## src/design/adc_seq_map.svh

```systemverilog
// Register offsets, field positions, reset values and timing counts
// Assumes a 200 MHz bus clock and 8-bit registers in 32-bit words
`ifndef ADC_SEQ_MAP_SVH
`define ADC_SEQ_MAP_SVH
`define OFS_CHANNEL_START 3'h0
`define OFS_TRIGGER_COMPARE 3'h1
`define OFS_CONFIGURATION 3'h2
`define OFS_RESULT_HIGH 3'h3
`define OFS_RESULT_LOW 3'h4
`define OFS_COMPARE_HIGH 3'h5
`define OFS_COMPARE_LOW 3'h6
`define BIT_LOW_POWER 7
`define BIT_DIVIDE_HI 6
`define BIT_DIVIDE_LO 5
`define BIT_LONG_SAMPLE 4
`define BIT_MODE_HI 3
`define BIT_MODE_LO 2
`define BIT_SOURCE_HI 1
`define BIT_SOURCE_LO 0
`define BIT_ACTIVE 7
`define BIT_HW_TRIGGER 6
`define BIT_COMPARE_EN 5
`define BIT_COMPARE_GT 4
`define BIT_IRQ_EN 6
`define BIT_CONTINUOUS 5
`define CHANNEL_OFF 5'h1f
`define RST_CONFIG 8'h00
`define RST_CHANNEL 5'h1f
`define RST_RESULT 12'h000
`define CLK_PERIOD_NS 5
`define ASYNC_STARTUP_NS 5000
`define ASYNC_STARTUP_CYC (`ASYNC_STARTUP_NS / `CLK_PERIOD_NS)
`define SAMPLE_SHORT_HALF 7'd7
`define SAMPLE_LONG_HALF 7'd47
`define CONV_8_HALF 7'd27
`define CONV_10_HALF 7'd33
`define FIRST_EXTRA_HALF 7'd6
`define XFER_FIRST_CYC 3'd5
`endif

```

## src/design/adc_seq_pkg.sv

```systemverilog
// Types shared by the conversion sequencer
// Assumes nothing beyond the constants header
package adc_seq_pkg;
   typedef enum logic [2:0] {
      ST_IDLE = 3'b000,
      ST_STARTUP = 3'b001,
      ST_SAMPLE = 3'b010,
      ST_CONVERT = 3'b011,
      ST_XFER = 3'b100
   } seq_state_type;
   typedef enum logic [1:0] {
      MODE_8 = 2'b00,
      MODE_12 = 2'b01,
      MODE_10 = 2'b10
   } res_mode_type;
   typedef enum logic [1:0] {
      SRC_BUS = 2'b00,
      SRC_BUS_HALF = 2'b01,
      SRC_ALT = 2'b10,
      SRC_ASYNC = 2'b11
   } clk_source_type;
endpackage

```

## src/design/adc_conversion_sequencer.sv

```systemverilog
// Conversion sequencer of a successive-approximation converter
// Assumes a classic Wishbone master and an analog array on mclk_in
// Operation
// - Sample 3.5 or 23.5 conversion clocks
// - Isolate input, approximate, then transfer result
// - Short first conversion: 20/23 clocks plus 5
// - Long first conversion: 40/43 clocks plus 5
// - Async source adds 5 us startup first
// - Later continuous conversions: 17/20 or 37/40
// - Compare stores result minus compare value
// - Greater select picks >=, else picks <
// - False compare: no flag, no result update
// - Interrupt when complete flag set and enabled
// - Wait mode lets conversions run and start
// - All sources stay usable in wait mode
// - Stop3 without async clock aborts to idle
// - Stop3 with async clock keeps converting
// - Stop2 returns every register to reset
// - Configuration field layout bits 7 to 0
// - Decode divide, resolution and source fields
// - Control2 layout, low four bits zero
// - Active flag reads set while converting
// - Half-read result blocks and discards transfer outside 8-bit mode
//
// Implementation choices: the placing of the registers and register access over Wishbone.
`timescale 1ns/1ps
`include "adc_seq_map.svh"
module adc_conversion_sequencer
   import adc_seq_pkg::*;
(
   input wire logic mclk_in,
   input wire logic rst_in,
   input wire logic wb_cyc_in,
   input wire logic wb_stb_in,
   input wire logic wb_we_in,
   input wire logic [4:0] wb_adr_in,
   input wire logic [3:0] wb_sel_in,
   input wire logic [31:0] wb_dat_in,
   output logic [31:0] wb_dat_out,
   output logic wb_ack_out,
   input wire logic hw_trigger_in,
   input wire logic alt_clock_in,
   input wire logic async_clock_in,
   input wire logic stop3_mode_in,
   input wire logic stop2_mode_in,
   input wire logic [11:0] analog_result_in,
   output logic sample_out,
   output logic convert_out,
   output logic [4:0] channel_out,
   output logic low_power_out,
   output logic async_clock_enable_out,
   output logic irq_out
);
   function automatic logic [11:0] fit_result(input logic [11:0] r,
                                              input logic [1:0] m);
      logic [12:0] sum;
      sum = 13'h0000;
      if (m == MODE_8) begin
         sum = {1'b0, r} + 13'h0008;
         fit_result = sum[12] ? 12'h0ff : {4'h0, sum[11:4]};
      end else if (m == MODE_10) begin
         sum = {1'b0, r} + 13'h0002;
         fit_result = sum[12] ? 12'h3ff : {2'h0, sum[11:2]};
      end else begin
         fit_result = r;
      end
   endfunction

   function automatic logic [6:0] total_half(input logic lng,
                                             input logic [1:0] m,
                                             input logic frst);
      total_half = (lng ? `SAMPLE_LONG_HALF : `SAMPLE_SHORT_HALF)
         + ((m == MODE_8) ? `CONV_8_HALF : `CONV_10_HALF)
         + (frst ? `FIRST_EXTRA_HALF : 7'd0);
   endfunction

   localparam logic [9:0] STARTUP_CYC = 10'(`ASYNC_STARTUP_CYC);

   seq_state_type state, next_state;
   logic irq_en, continuous, conversion_complete_flag, hw_trig, cmp_en, cmp_gt;
   logic low_power, long_sample, first, hi_read;
   logic [4:0] chan;
   logic [1:0] div_sel, mode, src_sel;
   logic [11:0] result, cmp_val;
   logic [6:0] half_rem, next_half_rem;
   logic [9:0] bus_cnt, next_bus_cnt;
   logic [2:0] div_cnt;
   logic bus_half;
   logic hw_s1, hw_s2, hw_s3;
   logic alt_s1, alt_s2, alt_s3;
   logic as_s1, as_s2, as_s3;
   logic [5:0] conv_ticks;

   // Stop2 acts as a full reset of the block
   wire clear = rst_in | stop2_mode_in;

   wire access = wb_cyc_in & wb_stb_in & ~wb_ack_out;
   wire wr = access & wb_we_in & wb_sel_in[0];
   wire rd = access & ~wb_we_in;
   wire [2:0] idx = wb_adr_in[4:2];
   wire adr_ok = (wb_adr_in[1:0] == 2'b00);
   wire w_sc1 = wr & adr_ok & (idx == `OFS_CHANNEL_START);
   wire w_sc2 = wr & adr_ok & (idx == `OFS_TRIGGER_COMPARE);
   wire w_cfg = wr & adr_ok & (idx == `OFS_CONFIGURATION);
   wire w_cvh = wr & adr_ok & (idx == `OFS_COMPARE_HIGH);
   wire w_cvl = wr & adr_ok & (idx == `OFS_COMPARE_LOW);
   wire r_rh = rd & adr_ok & (idx == `OFS_RESULT_HIGH);
   wire r_rl = rd & adr_ok & (idx == `OFS_RESULT_LOW);
   wire [7:0] wd = wb_dat_in[7:0];

   // Conversion clock source and divider
   wire hw_edge = hw_s2 & ~hw_s3;
   wire src_tick = (src_sel == SRC_BUS) ? 1'b1 :
                   (src_sel == SRC_BUS_HALF) ? bus_half :
                   (src_sel == SRC_ALT) ? (alt_s2 & ~alt_s3) :
                   (as_s2 & ~as_s3);
   wire [2:0] div_mask = (div_sel == 2'b00) ? 3'd0 :
                         (div_sel == 2'b01) ? 3'd1 :
                         (div_sel == 2'b10) ? 3'd3 : 3'd7;
   wire conversion_clock_tick = src_tick & (div_cnt == div_mask);
   wire async_src = (src_sel == SRC_ASYNC);

   // Compare and blocking
   wire [11:0] fitted = fit_result(analog_result_in, mode);
   wire [11:0] cv_eff = (mode == MODE_8) ? {4'h0, cmp_val[7:0]} :
                        (mode == MODE_10) ? {2'h0, cmp_val[9:0]} :
                        cmp_val;
   wire [11:0] diff = fitted + (~cv_eff + 12'h001);
   wire cmp_true = cmp_gt ? (fitted >= cv_eff)
                          : (fitted < cv_eff);
   wire pass = ~cmp_en | cmp_true;
   wire blocked = hi_read & (mode != MODE_8);
   wire done = (state == ST_XFER) & (bus_cnt == 10'd0);
   wire take = done & pass & ~blocked;
   wire restart = done & (continuous | (blocked & pass));

   // Start and abort conditions
   wire stop_abort = stop3_mode_in & ~async_src;
   wire cfg_write = w_sc2 | w_cfg | w_cvh | w_cvl;
   wire sw_start = w_sc1 & (wd[4:0] != `CHANNEL_OFF)
                   & ~hw_trig & ~stop_abort;
   wire hw_start = hw_trig & hw_edge & (state == ST_IDLE)
                   & (chan != `CHANNEL_OFF) & ~stop_abort
                   & ~cfg_write & ~w_sc1;
   wire abort = cfg_write | w_sc1 | stop_abort;
   wire launch = sw_start | hw_start;
   wire conversion_complete_flag_clr = w_sc1 | r_rl;
   wire active = (state != ST_IDLE);

   wire [7:0] rd_sc1 = {conversion_complete_flag, irq_en, continuous, chan};
   wire [7:0] rd_sc2 = {active, hw_trig, cmp_en, cmp_gt, 4'h0};
   wire [7:0] rd_cfg = {low_power, div_sel, long_sample, mode,
                        src_sel};
   wire [7:0] rd_rh = (mode == MODE_8) ? 8'h00 : {4'h0, result[11:8]};
   wire [7:0] rd_cvh = {4'h0, cmp_val[11:8]};
   wire [7:0] rd_byte = ~adr_ok ? 8'h00 :
                        (idx == `OFS_CHANNEL_START) ? rd_sc1 :
                        (idx == `OFS_TRIGGER_COMPARE) ? rd_sc2 :
                        (idx == `OFS_CONFIGURATION) ? rd_cfg :
                        (idx == `OFS_RESULT_HIGH) ? rd_rh :
                        (idx == `OFS_RESULT_LOW) ? result[7:0] :
                        (idx == `OFS_COMPARE_HIGH) ? rd_cvh :
                        (idx == `OFS_COMPARE_LOW) ? cmp_val[7:0] :
                        8'h00;

   wire [6:0] conv_half = (mode == MODE_8) ? `CONV_8_HALF
                                           : `CONV_10_HALF;
   wire [6:0] half_dec = half_rem - 7'd2;
   // The first conversion's extra ticks belong to the conversion phase
   wire [6:0] sample_end = conv_half
                           + (first ? `FIRST_EXTRA_HALF : 7'd0);

   always_comb begin
      next_state = state;
      next_half_rem = half_rem;
      next_bus_cnt = bus_cnt;
      if (launch) begin
         if (async_src) begin
            next_state = ST_STARTUP;
            next_bus_cnt = STARTUP_CYC - 10'd1;
         end else begin
            next_state = ST_SAMPLE;
            next_half_rem = total_half(long_sample, mode, 1'b1);
         end
      end else if (abort) begin
         next_state = ST_IDLE;
      end else begin
         case (state)
            ST_IDLE: begin
               next_state = ST_IDLE;
            end
            ST_STARTUP: begin
               if (bus_cnt == 10'd0) begin
                  next_state = ST_SAMPLE;
                  next_half_rem = total_half(long_sample, mode, 1'b1);
               end else begin
                  next_bus_cnt = bus_cnt - 10'd1;
               end
            end
            ST_SAMPLE: begin
               if (conversion_clock_tick) begin
                  next_half_rem = half_dec;
                  if (half_dec <= sample_end) begin
                     next_state = ST_CONVERT;
                  end
               end
            end
            ST_CONVERT: begin
               if (conversion_clock_tick) begin
                  next_half_rem = half_dec;
                  if (half_rem <= 7'd2) begin
                     next_state = ST_XFER;
                     next_bus_cnt = first ?
                        {7'd0, `XFER_FIRST_CYC} - 10'd1 : 10'd0;
                  end
               end
            end
            ST_XFER: begin
               if (bus_cnt != 10'd0) begin
                  next_bus_cnt = bus_cnt - 10'd1;
               end else if (restart) begin
                  next_state = ST_SAMPLE;
                  next_half_rem = total_half(long_sample, mode, 1'b0);
               end else begin
                  next_state = ST_IDLE;
               end
            end
            default: begin
               next_state = ST_IDLE;
            end
         endcase
      end
   end

   always_ff @(posedge mclk_in) begin
      hw_s1 <= hw_trigger_in;
      hw_s2 <= hw_s1;
      hw_s3 <= hw_s2;
      alt_s1 <= alt_clock_in;
      alt_s2 <= alt_s1;
      alt_s3 <= alt_s2;
      as_s1 <= async_clock_in;
      as_s2 <= as_s1;
      as_s3 <= as_s2;
   end

   always_ff @(posedge mclk_in) begin
      if (clear) begin
         bus_half <= 1'b0;
         div_cnt <= 3'd0;
      end else begin
         bus_half <= ~bus_half;
         if (conversion_clock_tick) begin
            div_cnt <= 3'd0;
         end else if (src_tick) begin
            div_cnt <= div_cnt + 3'd1;
         end
      end
   end

   always_ff @(posedge mclk_in) begin
      if (clear) begin
         state <= ST_IDLE;
         half_rem <= 7'd0;
         bus_cnt <= 10'd0;
         first <= 1'b0;
      end else begin
         state <= next_state;
         half_rem <= next_half_rem;
         bus_cnt <= next_bus_cnt;
         if (launch) begin
            first <= 1'b1;
         end else if (done) begin
            first <= 1'b0;
         end
      end
   end

   always_ff @(posedge mclk_in) begin
      if (clear) begin
         irq_en <= 1'b0;
         continuous <= 1'b0;
         chan <= `RST_CHANNEL;
      end else if (w_sc1) begin
         irq_en <= wd[`BIT_IRQ_EN];
         continuous <= wd[`BIT_CONTINUOUS];
         chan <= wd[4:0];
      end
   end

   always_ff @(posedge mclk_in) begin
      if (clear) begin
         hw_trig <= 1'b0;
         cmp_en <= 1'b0;
         cmp_gt <= 1'b0;
      end else if (w_sc2) begin
         hw_trig <= wd[`BIT_HW_TRIGGER];
         cmp_en <= wd[`BIT_COMPARE_EN];
         cmp_gt <= wd[`BIT_COMPARE_GT];
      end
   end

   always_ff @(posedge mclk_in) begin
      if (clear) begin
         {low_power, div_sel, long_sample, mode, src_sel} <= `RST_CONFIG;
      end else if (w_cfg) begin
         low_power <= wd[`BIT_LOW_POWER];
         div_sel <= wd[`BIT_DIVIDE_HI:`BIT_DIVIDE_LO];
         long_sample <= wd[`BIT_LONG_SAMPLE];
         mode <= wd[`BIT_MODE_HI:`BIT_MODE_LO];
         src_sel <= wd[`BIT_SOURCE_HI:`BIT_SOURCE_LO];
      end
   end

   always_ff @(posedge mclk_in) begin
      if (clear) begin
         cmp_val <= 12'h000;
      end else if (w_cvh) begin
         cmp_val[11:8] <= wd[3:0];
      end else if (w_cvl) begin
         cmp_val[7:0] <= wd;
      end
   end

   // Result survives aborts and stop3; set of the flag beats its clear
   always_ff @(posedge mclk_in) begin
      if (clear) begin
         result <= `RST_RESULT;
         conversion_complete_flag <= 1'b0;
         hi_read <= 1'b0;
      end else begin
         if (take) begin
            result <= cmp_en ? diff : fitted;
         end
         conversion_complete_flag <= take | (conversion_complete_flag & ~conversion_complete_flag_clr);
         if (r_rh) begin
            hi_read <= 1'b1;
         end else if (r_rl) begin
            hi_read <= 1'b0;
         end
      end
   end

   always_ff @(posedge mclk_in) begin
      if (clear) begin
         wb_ack_out <= 1'b0;
         wb_dat_out <= 32'h0000_0000;
      end else begin
         wb_ack_out <= access;
         wb_dat_out <= rd ? {24'h00_0000, rd_byte} : 32'h0000_0000;
      end
   end

   always_ff @(posedge mclk_in) begin
      if (clear) begin
         sample_out <= 1'b0;
         convert_out <= 1'b0;
         channel_out <= `RST_CHANNEL;
         low_power_out <= 1'b0;
         async_clock_enable_out <= 1'b0;
         irq_out <= 1'b0;
      end else begin
         sample_out <= (next_state == ST_SAMPLE);
         convert_out <= (next_state == ST_CONVERT);
         channel_out <= chan;
         low_power_out <= low_power;
         async_clock_enable_out <= async_src
                                   & (next_state != ST_IDLE);
         irq_out <= conversion_complete_flag & irq_en;
      end
   end

   // Conversion-clock ticks spent sampling and converting
   always_ff @(posedge mclk_in) begin
      if (clear || state == ST_IDLE || state == ST_STARTUP
          || state == ST_XFER) begin
         conv_ticks <= 6'd0;
      end else if (conversion_clock_tick) begin
         conv_ticks <= conv_ticks + 6'd1;
      end
   end
endmodule

```

## config.mk

```make
export PLATFORM = sky130hd
export DESIGN_NAME = adc_conversion_sequencer
export DESIGN_NICKNAME = d
export VERILOG_FILES = /design/src/design/adc_seq_pkg.sv /design/src/design/adc_conversion_sequencer.sv
export VERILOG_INCLUDE_DIRS = /design/src /design/src/design
export SDC_FILE = /design/constraint.sdc
export NUM_CORES = 1
export LEC_CHECK = 0
export BUFFER_PORTS_ARGS = -buffer_cell sky130_fd_sc_hd__buf_2
export CAP_MARGIN = 40
export CORE_ASPECT_RATIO = 0.7
export CORE_UTILIZATION = 57
export DETAILED_ROUTE_END_ITERATION = 7
export PLACE_DENSITY = 0.81
export SLEW_MARGIN = 20
export SYNTH_ARGS = -nofsm -noshare
export SYNTH_HDL_FRONTEND = slang
export SYNTH_SLANG_ARGS = --single-unit
```

## constraint.sdc

```tcl
create_clock -name mclk_in -period 4.3 [get_ports mclk_in]
set_input_delay 0.43 -clock mclk_in [delete_from_list [all_inputs] [get_ports mclk_in]]
set_output_delay 0.43 -clock mclk_in [all_outputs]
set_load 0.005 [all_outputs]
```

Word-level counts from Yosys, hierarchy flattened
Index checks and enable logic that the tools add are counted.
{"block": "classes", "n_addsub": 10, "multipliers": 0, "div_mod_pow": 0, "order_cmp": 4, "eq_ne": 32, "shifts": 0, "n_mux": 57, "n_bitwise": 66, "reduce_logical": 21}
{"operator": "10-bit 2-to-1 mux", "n": 8}
{"operator": "8-bit 2-to-1 mux", "n": 8}
{"operator": "12-bit 2-to-1 mux", "n": 5}
{"operator": "7-bit 2-to-1 mux", "n": 7}
{"operator": "3-bit 2-to-1 mux", "n": 13}
{"operator": "1-bit bitwise AND", "n": 37}
{"operator": "10-bit case mux with 3 select lines", "n": 1}
{"operator": "3-bit != test (second input constant)", "n": 7}
{"operator": "7-bit case mux with 3 select lines", "n": 1}
{"operator": "3-bit by 2-bit == test with 1-bit output (second input constant)", "n": 6}
{"operator": "1-bit NOT", "n": 17}
{"operator": "7-bit AND reduction", "n": 2}
{"operator": "12-bit by 2-bit adder with 13-bit output (second input constant)", "n": 1}
{"operator": "12-bit by 4-bit adder with 13-bit output (second input constant)", "n": 1}
{"operator": "12-bit by 1-bit adder with 12-bit output (second input constant)", "n": 1}
{"operator": "12-bit adder", "n": 1}
{"operator": "3-bit == test (second input constant)", "n": 4}
{"operator": "12-bit >= comparator", "n": 1}
{"operator": "12-bit less-than comparator", "n": 1}
{"operator": "6-bit 2-to-1 mux", "n": 2}
{"operator": "12-bit NOT", "n": 1}
{"operator": "3-bit case mux with 4 select lines", "n": 1}
{"operator": "1-bit bitwise OR", "n": 11}
{"operator": "10-bit zero test", "n": 1}
{"operator": "other kinds (28)", "n": 52}
{"block": "totals", "ff_bits": 121, "latchBits": 0, "ram_bits": 0, "romBits": 0, "output_inout_bits": 43, "word_cells": 230, "n_memories": 0}

Logic depth before layout (Yosys ltp)
Gate-level depths: netlist of run 1.
{"block": "depth", "ltp_word": 17, "ltp_mapped": 15}

Worst setup path after synthesis of run 1
Ideal clock, no wire load.
{"block": "synth_timing", "kind": "in2reg", "from": "in analog_result_in[3]", "to": "reg result[8]", "setup_ps": 115, "arrival_ps": 3725, "required_ps": 4185, "slack_ps": 459, "cell_stages": 15, "cell_sequence": "ha_1 and3_1 clkbuf_1 and4_1 xnor2_1 a222oi_1 ha_1 a21oi_1 o21ai_0 a211oi_1 mux2i_1 a221oi_2 buf_2 nand2_1 o21ba_2"}
{"block": "synth_via", "elab_chain_len": 9, "word_cells_on_any_way": 14, "classes_between": "3 x add/sub; 2 x order compare; 6 x mux; 3 x bitwise"}
{"item": "from (decl)", "line_no": "adc_conversion_sequencer.sv:46", "rtl": "input wire logic [11:0] analog_result_in,"}
{"item": "12-bit by 2-bit adder with 13-bit output", "line_no": "adc_conversion_sequencer.sv:62", "rtl": "sum = {1'b0, r} + 13'h0002;"}
{"item": "10-bit 2-to-1 mux", "line_no": "adc_conversion_sequencer.sv:63", "rtl": "fit_result = sum[12] ? 12'h3ff : {2'h0, sum[11:2]};"}
{"item": "12-bit 2-to-1 mux", "line_no": "adc_conversion_sequencer.sv:61", "rtl": "end else if (m == MODE_10) begin"}
{"item": "12-bit 2-to-1 mux (*)", "line_no": "adc_conversion_sequencer.sv:58", "rtl": "if (m == MODE_8) begin"}
{"item": "12-bit less-than comparator or 12-bit >= comparator (tied branches)", "line_no": "adc_conversion_sequencer.sv:130, adc_conversion_sequencer.sv:129"}
{"item": "1-bit 2-to-1 mux", "line_no": "adc_conversion_sequencer.sv:129", "rtl": "wire cmp_true = cmp_gt ? (fitted >= cv_eff)"}
{"item": "1-bit bitwise OR", "line_no": "adc_conversion_sequencer.sv:131", "rtl": "wire pass = ~cmp_en | cmp_true;"}
{"item": "1-bit bitwise AND (2 in series)", "line_no": "adc_conversion_sequencer.sv:134", "rtl": "wire take = done & pass & ~blocked;"}
{"item": "to (signal assigned)", "line_no": "adc_conversion_sequencer.sv:328", "rtl": "result <= `RST_RESULT;"}
{"item": "to (signal assigned)", "line_no": "adc_conversion_sequencer.sv:333", "rtl": "result <= cmp_en ? diff : fitted;"}
{"item": "to (decl)", "line_no": "adc_conversion_sequencer.sv:84", "rtl": "logic [11:0] result, cmp_val;"}
Every way passes the cells marked *; elsewhere a longest branch is shown, timed or not.
A chain may end at the register's enable or synchronous reset.

Final worst setup path of run 1
{"block": "layout_timing", "from": "in analog_result_in[3]", "to": "reg half_rem[1]"}
{"block": "layout_via", "elab_chain_len": 12, "word_cells_on_any_way": 15, "classes_between": "2 x add/sub; 2 x order compare; 1 x eq/ne; 5 x mux; 4 x bitwise; 1 x reduce/logical"}
{"item": "12-bit by 2-bit adder with 13-bit output", "line_no": "adc_conversion_sequencer.sv:62"}
{"item": "10-bit 2-to-1 mux", "line_no": "adc_conversion_sequencer.sv:63"}
{"item": "12-bit 2-to-1 mux", "line_no": "adc_conversion_sequencer.sv:61"}
{"item": "12-bit 2-to-1 mux (*)", "line_no": "adc_conversion_sequencer.sv:58"}
{"item": "12-bit less-than comparator or 12-bit >= comparator (tied branches)", "line_no": "adc_conversion_sequencer.sv:130, adc_conversion_sequencer.sv:129"}
{"item": "1-bit 2-to-1 mux (*)", "line_no": "adc_conversion_sequencer.sv:129"}
{"item": "1-bit bitwise OR (*)", "line_no": "adc_conversion_sequencer.sv:131"}
{"item": "1-bit bitwise AND (*)", "line_no": "adc_conversion_sequencer.sv:135", "rtl": "wire restart = done & (continuous | (blocked & pass));"}
{"item": "1-bit bitwise OR (*)", "line_no": "adc_conversion_sequencer.sv:135"}
{"item": "1-bit bitwise AND (*)", "line_no": "adc_conversion_sequencer.sv:135"}
{"item": "3-bit != test (no line) (*)"}
{"item": "7-bit AND reduction (no line) (*)"}
{"item": "to (signal assigned)", "line_no": "adc_conversion_sequencer.sv:269", "rtl": "half_rem <= next_half_rem;"}
{"item": "to (decl)", "line_no": "adc_conversion_sequencer.sv:85", "rtl": "logic [6:0] half_rem, next_half_rem;"}
Marked as above.

==> summary.txt, run 1 <==
Area contributors post-synth - dfxtp_1 31%, mux2i_1 6.4%, ha_1 5.9%
Worst EP required - 4560 ps
Arr. time, crit path - 4220 ps
Mapped Area - 6100 sq um
routability cong. - 0.921
maximum VDD drop - 0.278 mV
clock slew at reported path FFs - 70 ps
Synth Area in Compound Gates - 0.218
Slew headroom - 0.443
endpoint class of the critical path - flop
number of synthesized register bits - 96
leakage - 0.00278 uW
Final Critical Period - 3960 ps
iteration count of the initial detailed-routing pass - 8
Synth area leader - dfxtp_1
DIE AREA - 11100 sq um
status - complete, but fails checks
setup_tns - 0 ps
Final #Nets - 885
sequential cell area - 1920 sq um
Slowest Stage Delay on Critical Path - 500 ps
FFs w/ async S/R, synth - 0
H-tree Lvls - 3
failing checks - DRC
worst min path class - in -> reg
top cells by count, synth - 96 x dfxtp_1, 81 x nor2_1, 55 x nand2_1
count leader, synth - dfxtp_1
global-route wire length before repair - 26.4 mm
n_diodes - 0
switching power - 471 uW
Clock Skew - 11.1 ps
clk buf depth - 2
Filler Cells Inserted - 870
GRT Resource Usage Total - 0.306
synth warn - 0
period utilization - 0.921
dominant synthesized flop cell - dfxtp_1
die width - 126 um
Multi-input gate area - 3770 sq um
worst flop-to-flop path endpoint - half_rem[1]
Cell Chain, Critical Path - buf_2, and3_1, nand4_1, o31a_1, a222oi_1, ha_1, a21oi_1, o21ai_0, a211oi_1, buf_4, mux2i_1, nand3_1, and2_1, o32ai_1
reg-to-reg setup timing slack - 370 ps
remaining global-route overflow - 0
# port buffers - 54
largest net degree at the start of global routing - 40
CTS Root Cell - clkbuf_16
type of the worst setup path - in -> reg
Clk Latency, worst-skew pair - 360 ps
cell count of the worst reg-to-reg path - 14
Critical-path top delay cell - a222oi_1
Resized cells post-CTS - 0
DRT Wirelength - 16.6 mm
antenna-violating nets left - 0
xor and xnor area share after synthesis - 0.0330
starting density of the core - 0.587
max_cap viols - 0
Critical Path Source - analog_result_in[3]
critical path fanouts, max - 8
Avg Cell Area, Syn - 8.13 sq um
Final Max Slew Viols - 0
cell area after layout - 6690 sq um
cell count after synthesis - 751
worst-margin pin slew - 829 ps
drt initial violations - 853
Clk pwr share - 0.415
register area share after synthesis - 0.315
fmax - 252 MHz
post-synth cell types - 79
layout cells sized above 1 - 0.124
Yosys top cell area share - 0.315
Area Overhead vs Synth - 9.59%
Critical Path Start Type - input port
initial antenna violation count - 0
DR vias/cell - 6.33
routed len/inst - 17.9 um
final hold vios - 0
Vias - 5884
Post-synth EDFFs - 0
Ports - 106
RSZ-0062 raised after global routing - no
postcts setup bufs - 0
largest family of logic cells by synthesized area - simple AND/OR/NAND/NOR gates
Internal Pwr Total - 1370 uW
residual DRC count - 9
CTS Buf Count - 9
sequential power share - 0.486
FF-to-FF Start - mode[1]
vias in the first global route - 5251
core region area - 10400 sq um
combinational power share - 0.099
switching share of power - 0.256
hold_buf cts - 0
P per Cell Area - 276 nW/um^2
Post-DP Area - 6410 sq um
Row Count - 31
Synth Area in Simple Gates - 0.223
die height - 88.6 um
DP HPWL - 12.3 mm
clk sinks - 96
# setup viols final - 0
multiplexer share of the synthesized area - 0.0658
worst setup path end - half_rem[1]
Synth Area in Adders - 0.0627
CTS tree - done
==> power by group through the flow <==
stage          logic (uW)  clock network [uW]  registers, uW
2_1_floorplan         130                   0            916
4_1_cts               176                 774            896
3_3_place_gp          165                   0            916
5_1_grt               198                 809            896
3_5_place_dp          174                   0            917
6_report              182                 765            896
==> routing by layer <==
| metal | track usage | vias to the layer above | wire [um] |
|---|---|---|---|
| li1 | - | 2770 | - |
| met1 | 0.423 | 2715 | 7310 |
| met2 | 0.447 | 363 | 6850 |
| met3 | 0.0943 | 36 | 2150 |
| met4 | 0.113 | 0 | 324 |
| met5 | 0 | - | 0 |
==> metrics by stage <==
stage	cells	power, uW	hold slack, ps	setup slack, ps	utilization
2_1_floorplan	774	1050	310	459	-
3_3_place_gp	911	1080	311	252	0.613
3_5_place_dp	913	1090	313	64.8	0.616
4_1_cts	929	1850	170	424	0.643
5_1_grt	929	1900	170	116	0.643
6_report	929	1840	178	339	0.643
==> how the worst min path moves through the flow <==
stage | startpoint | end | slack (ps) | depth (start not counted)
floorplan | alt_s1 | alt_s2 | 310 | 0
global placement | as_s1 | as_s2 | 310 | 0
detailed placement | alt_s1 | alt_s2 | 310 | 0
CTS | hw_trigger_in | hw_s1 | 170 | 1
global route | async_clock_in | as_s1 | 170 | 1
finish | alt_clock_in | alt_s1 | 180 | 1
==> registers in the layout (all words and copies together), names as in the netlist, 2 cells and up <==
register and flops:
half_rem 6, cmp_val 12, bus_cnt 10, result 12, div_sel 2, div_cnt 3, state 3, chan 5
mode 2, channel_out 5, src_sel 2, wb_dat_out 8
==> area by class of cell <==
| type | instances | share of cell area |
|---|---|---|
| tap | 132 | 0.0247 |
| sequential | 96 | 0.287 |
| inverter | 44 | 0.0247 |
| clock buffer | 11 | 0.0363 |
| multi-input combinational | 575 | 0.563 |
| timing repair buffer | 66 | 0.0580 |
| clock inverter | 5 | 0.00599 |
==> cell usage in the layout, fill, tap and decap left out, drive strengths merged, types with 11 or more instances in the layout <==
cell type	n
nor3	26
clkbuf	11
a32o	11
nand3	27
mux2i	39
conb	24
xnor2	18
ha	29
o21ai	28
dfxtp	96
buf	65
a21oi	45
a211oi	18
and2	12
nor2	82
or3	15
nand2	55
inv	45
o22ai	11
==> worst max-delay path: cells and delay by family <==
kind                       cells  cell delay [ps]
adders and majority gates      1              400
AOI/OAI and AO/OA              6             1890
muxes                          1              290
buffers and inverters          2              310
and+or+nand+nor                4              890
==> logic make-up after synthesis <==
logic type	Yosys count
buffers and inverters	103
XOR/XNOR	23
adder cells (fa/ha/maj)	30
other	1
AND/OR/NAND/NOR	273
multiplexers	40
AO/OA/AOI/OAI	185
flip-flops	96
No activity file was read; power rests on OpenSTA's default activity.
==> inputs of run 2 (changes only) <==
BUFFER_PORTS_ARGS = unset   (was -buffer_cell sky130_fd_sc_hd__buf_2)
CORE_UTILIZATION = 60   (was 57)
DONT_BUFFER_PORTS = 1   (was unset)
PLACE_DENSITY = 0.76   (was 0.81)
==> summary.txt, run 2 (synthesis gave the netlist of run 1 again) <==
status - finished clean (was complete, but fails checks)
drt initial violations - 571 (was 853)
most common cell after layout, fill and taps aside - dfxtp_1 (unchanged)
Layout Utilization - 0.658 (was 0.643)
endpoint class of the critical path - flop (unchanged)
Resized cells post-CTS - 0 (unchanged)
crit-path leading delay family - compound AO/OA/AOI/OAI gates (unchanged)
critical path fanouts, max - 7 (was 8)
DRT Wirelength - 16.4 mm (was 16.6 mm)
hold_buf cts - 0 (unchanged)
global-route wire length before repair - 26.0 mm (was 26.4 mm)
type of the worst setup path - reg -> reg (was in -> reg)
dpl cells - 855 (was 913)
Final Non-Filler Cells - 871 (was 929)
FF-to-FF Start - mode[1] (unchanged)
DP HPWL - 12.2 mm (was 12.3 mm)
P per Cell Area - 299 nW/um^2 (was 276 nW/um^2)
die height - 86.4 um (was 88.6 um)
hold path depth - 0 (was 1)
n_diodes - 0 (unchanged)
commonest cells after routing, fill and taps aside - 96 x dfxtp_1, 80 x nor2_1, 55 x nand2_1, 45 x a21oi_1, 44 x inv_1 (was 96 x dfxtp_1, 81 x nor2_1, 55 x nand2_1, 54 x buf_2, 45 x a21oi_1)
worst flop-to-flop path endpoint - half_rem[3] (was half_rem[1])
routed len/inst - 18.8 um (was 17.9 um)
clk buf depth - 2 (unchanged)
die width - 123 um (was 126 um)
antenna-violating nets left - 0 (unchanged)
setup_tns - 0 ps (unchanged)
Ports - 106 (unchanged)
routability cong. - 0.937 (was 0.921)
Row Count - 30 (was 31)
Final Critical Period - 3940 ps (was 3960 ps)
Multi-input gate area - 3770 sq um (about the same)
Final #Nets - 831 (was 885)
Vias - 5653 (was 5884)
starting density of the core - 0.623 (was 0.587)
clk sinks - 96 (unchanged)
vias in the first global route - 5101 (was 5251)
Post-Place Setup Slack - 188 ps (was 64.8 ps)
period utilization - 0.916 (was 0.921)
Clock Skew - 6.32 ps (was 11.1 ps)
iteration count of the initial detailed-routing pass - 8 (unchanged)
residual DRC count - 0 (was 9)
CTS Root Cell - clkbuf_16 (unchanged)
RSZ-0062 raised after global routing - no (unchanged)
clock slew at reported path FFs - 70 ps (about the same)
maximum VDD drop - 0.357 mV (was 0.278 mV)
GRT Resource Usage Total - 0.319 (was 0.306)
max_cap viols - 0 (unchanged)
Worst Path Buf+Inv - 2 (unchanged)
worst-margin pin slew - 780 ps (was 829 ps)
Arr. time, crit path - 4190 ps (was 4220 ps)
CTS tree - done (unchanged)
CTS Buf Count - 9 (unchanged)
postcts setup bufs - 0 (unchanged)
leakage - 0.00258 uW (was 0.00278 uW)
Cell Chain, Critical Path - or2_2, a41oi_1, a221o_1, ha_1, inv_1, fa_1, nand3_1, a211oi_1, a211oi_1, buf_4, mux2i_1, nand3_1, and2_1, o32ai_1 (was buf_2, and3_1, nand4_1, o31a_1, a222oi_1, ha_1, a21oi_1, o21ai_0, a211oi_1, buf_4, mux2i_1, nand3_1, and2_1, o32ai_1)
largest net degree at the start of global routing - 42 (was 40)
final hold vios - 0 (unchanged)
Clk Latency, worst-skew pair - 350 ps (was 360 ps)
Critical-path top delay cell - a41oi_1 (was a222oi_1)
fmax - 254 MHz (was 252 MHz)
Area Overhead vs Synth - 5.60% (was 9.59%)
Hold Startpoint - async_clock_in (was alt_clock_in)
Hold Path End - as_s1 (was alt_s1)
initial antenna violation count - 0 (unchanged)
reg-to-reg setup timing slack - 360 ps (was 370 ps)
Worst EP required - 4550 ps (was 4560 ps)
cell count of the worst reg-to-reg path - 14 (unchanged)
Filler Cells Inserted - 831 (was 870)
biggest regs - cmp_val x12, result x12, bus_cnt x10 (unchanged)
# setup viols final - 0 (unchanged)
worst min path class - in -> reg (unchanged)
DIE AREA - 10600 sq um (was 11100 sq um)
remaining global-route overflow - 0 (unchanged)
Critical Path Start Type - flop (was input port)
core region area - 9800 sq um (was 10400 sq um)
DR vias/cell - 6.49 (was 6.33)
Slew headroom - 0.475 (was 0.443)
Final WS setup - 361 ps (was 339 ps)
sequential cell area - 1920 sq um (unchanged)
Final Max Slew Viols - 0 (unchanged)
overall power consumption - 1930 uW (was 1840 uW)
H-tree Lvls - 3 (unchanged)
# port buffers - 0 (was 54)
Slowest Stage Delay on Critical Path - 480 ps (was 500 ps)
layout cells sized above 1 - 0.0633 (was 0.124)
-- run 2: cell type report --
class / instances / share of cell area
well taps: 128 / 0.0248
clock buffers: 9 / 0.0349
repair buffers: 12 / 0.0159
flip-flops and latches: 96 / 0.298
clock inverters: 7 / 0.0157
inverters: 44 / 0.0256
multi-input cells: 575 / 0.585
-- run 2: worst max path at each step --
stage / startpoint / endpoint / slack, ps / cells after the start
after floorplan: analog_result_in[3] / result[8] / 460 / 15
after global placement: analog_result_in[3] / half_rem[3] / 370 / 14
after detailed placement: analog_result_in[3] / half_rem[3] / 190 / 14
after CTS: mode[1] / half_rem[3] / 450 / 14
after global routing: mode[1] / half_rem[3] / 150 / 14
final: mode[1] / half_rem[3] / 360 / 14
-- run 2: per-layer routing --
metal / vias up / part of all wire / track usage
li1: 2653 / - / -
met1: 2627 / 0.45 / 0.470
met2: 342 / 0.41 / 0.451
met3: 31 / 0.12 / 0.0901
met4: 0 / 0.015 / 0.0787
met5: - / 0 / 0
-- run 2: where the power goes --
group | total [uW] | switching (uW) | internal, uW
logic | 143 | 88.2 | 54.6
registers | 896 | 2.41 | 894
clock network | 886 | 369 | 517
total | 1930 | 460 | 1470
-- run 2: stage by stage --
step / hold WS [ps] / cell area (sq um)
after floorplan: 310 / 6190
after global placement: 310 / 6120
after detailed placement: 318 / 6120
after CTS: 97.7 / 6440
after global routing: 92.0 / 6440
final: 101 / 6440
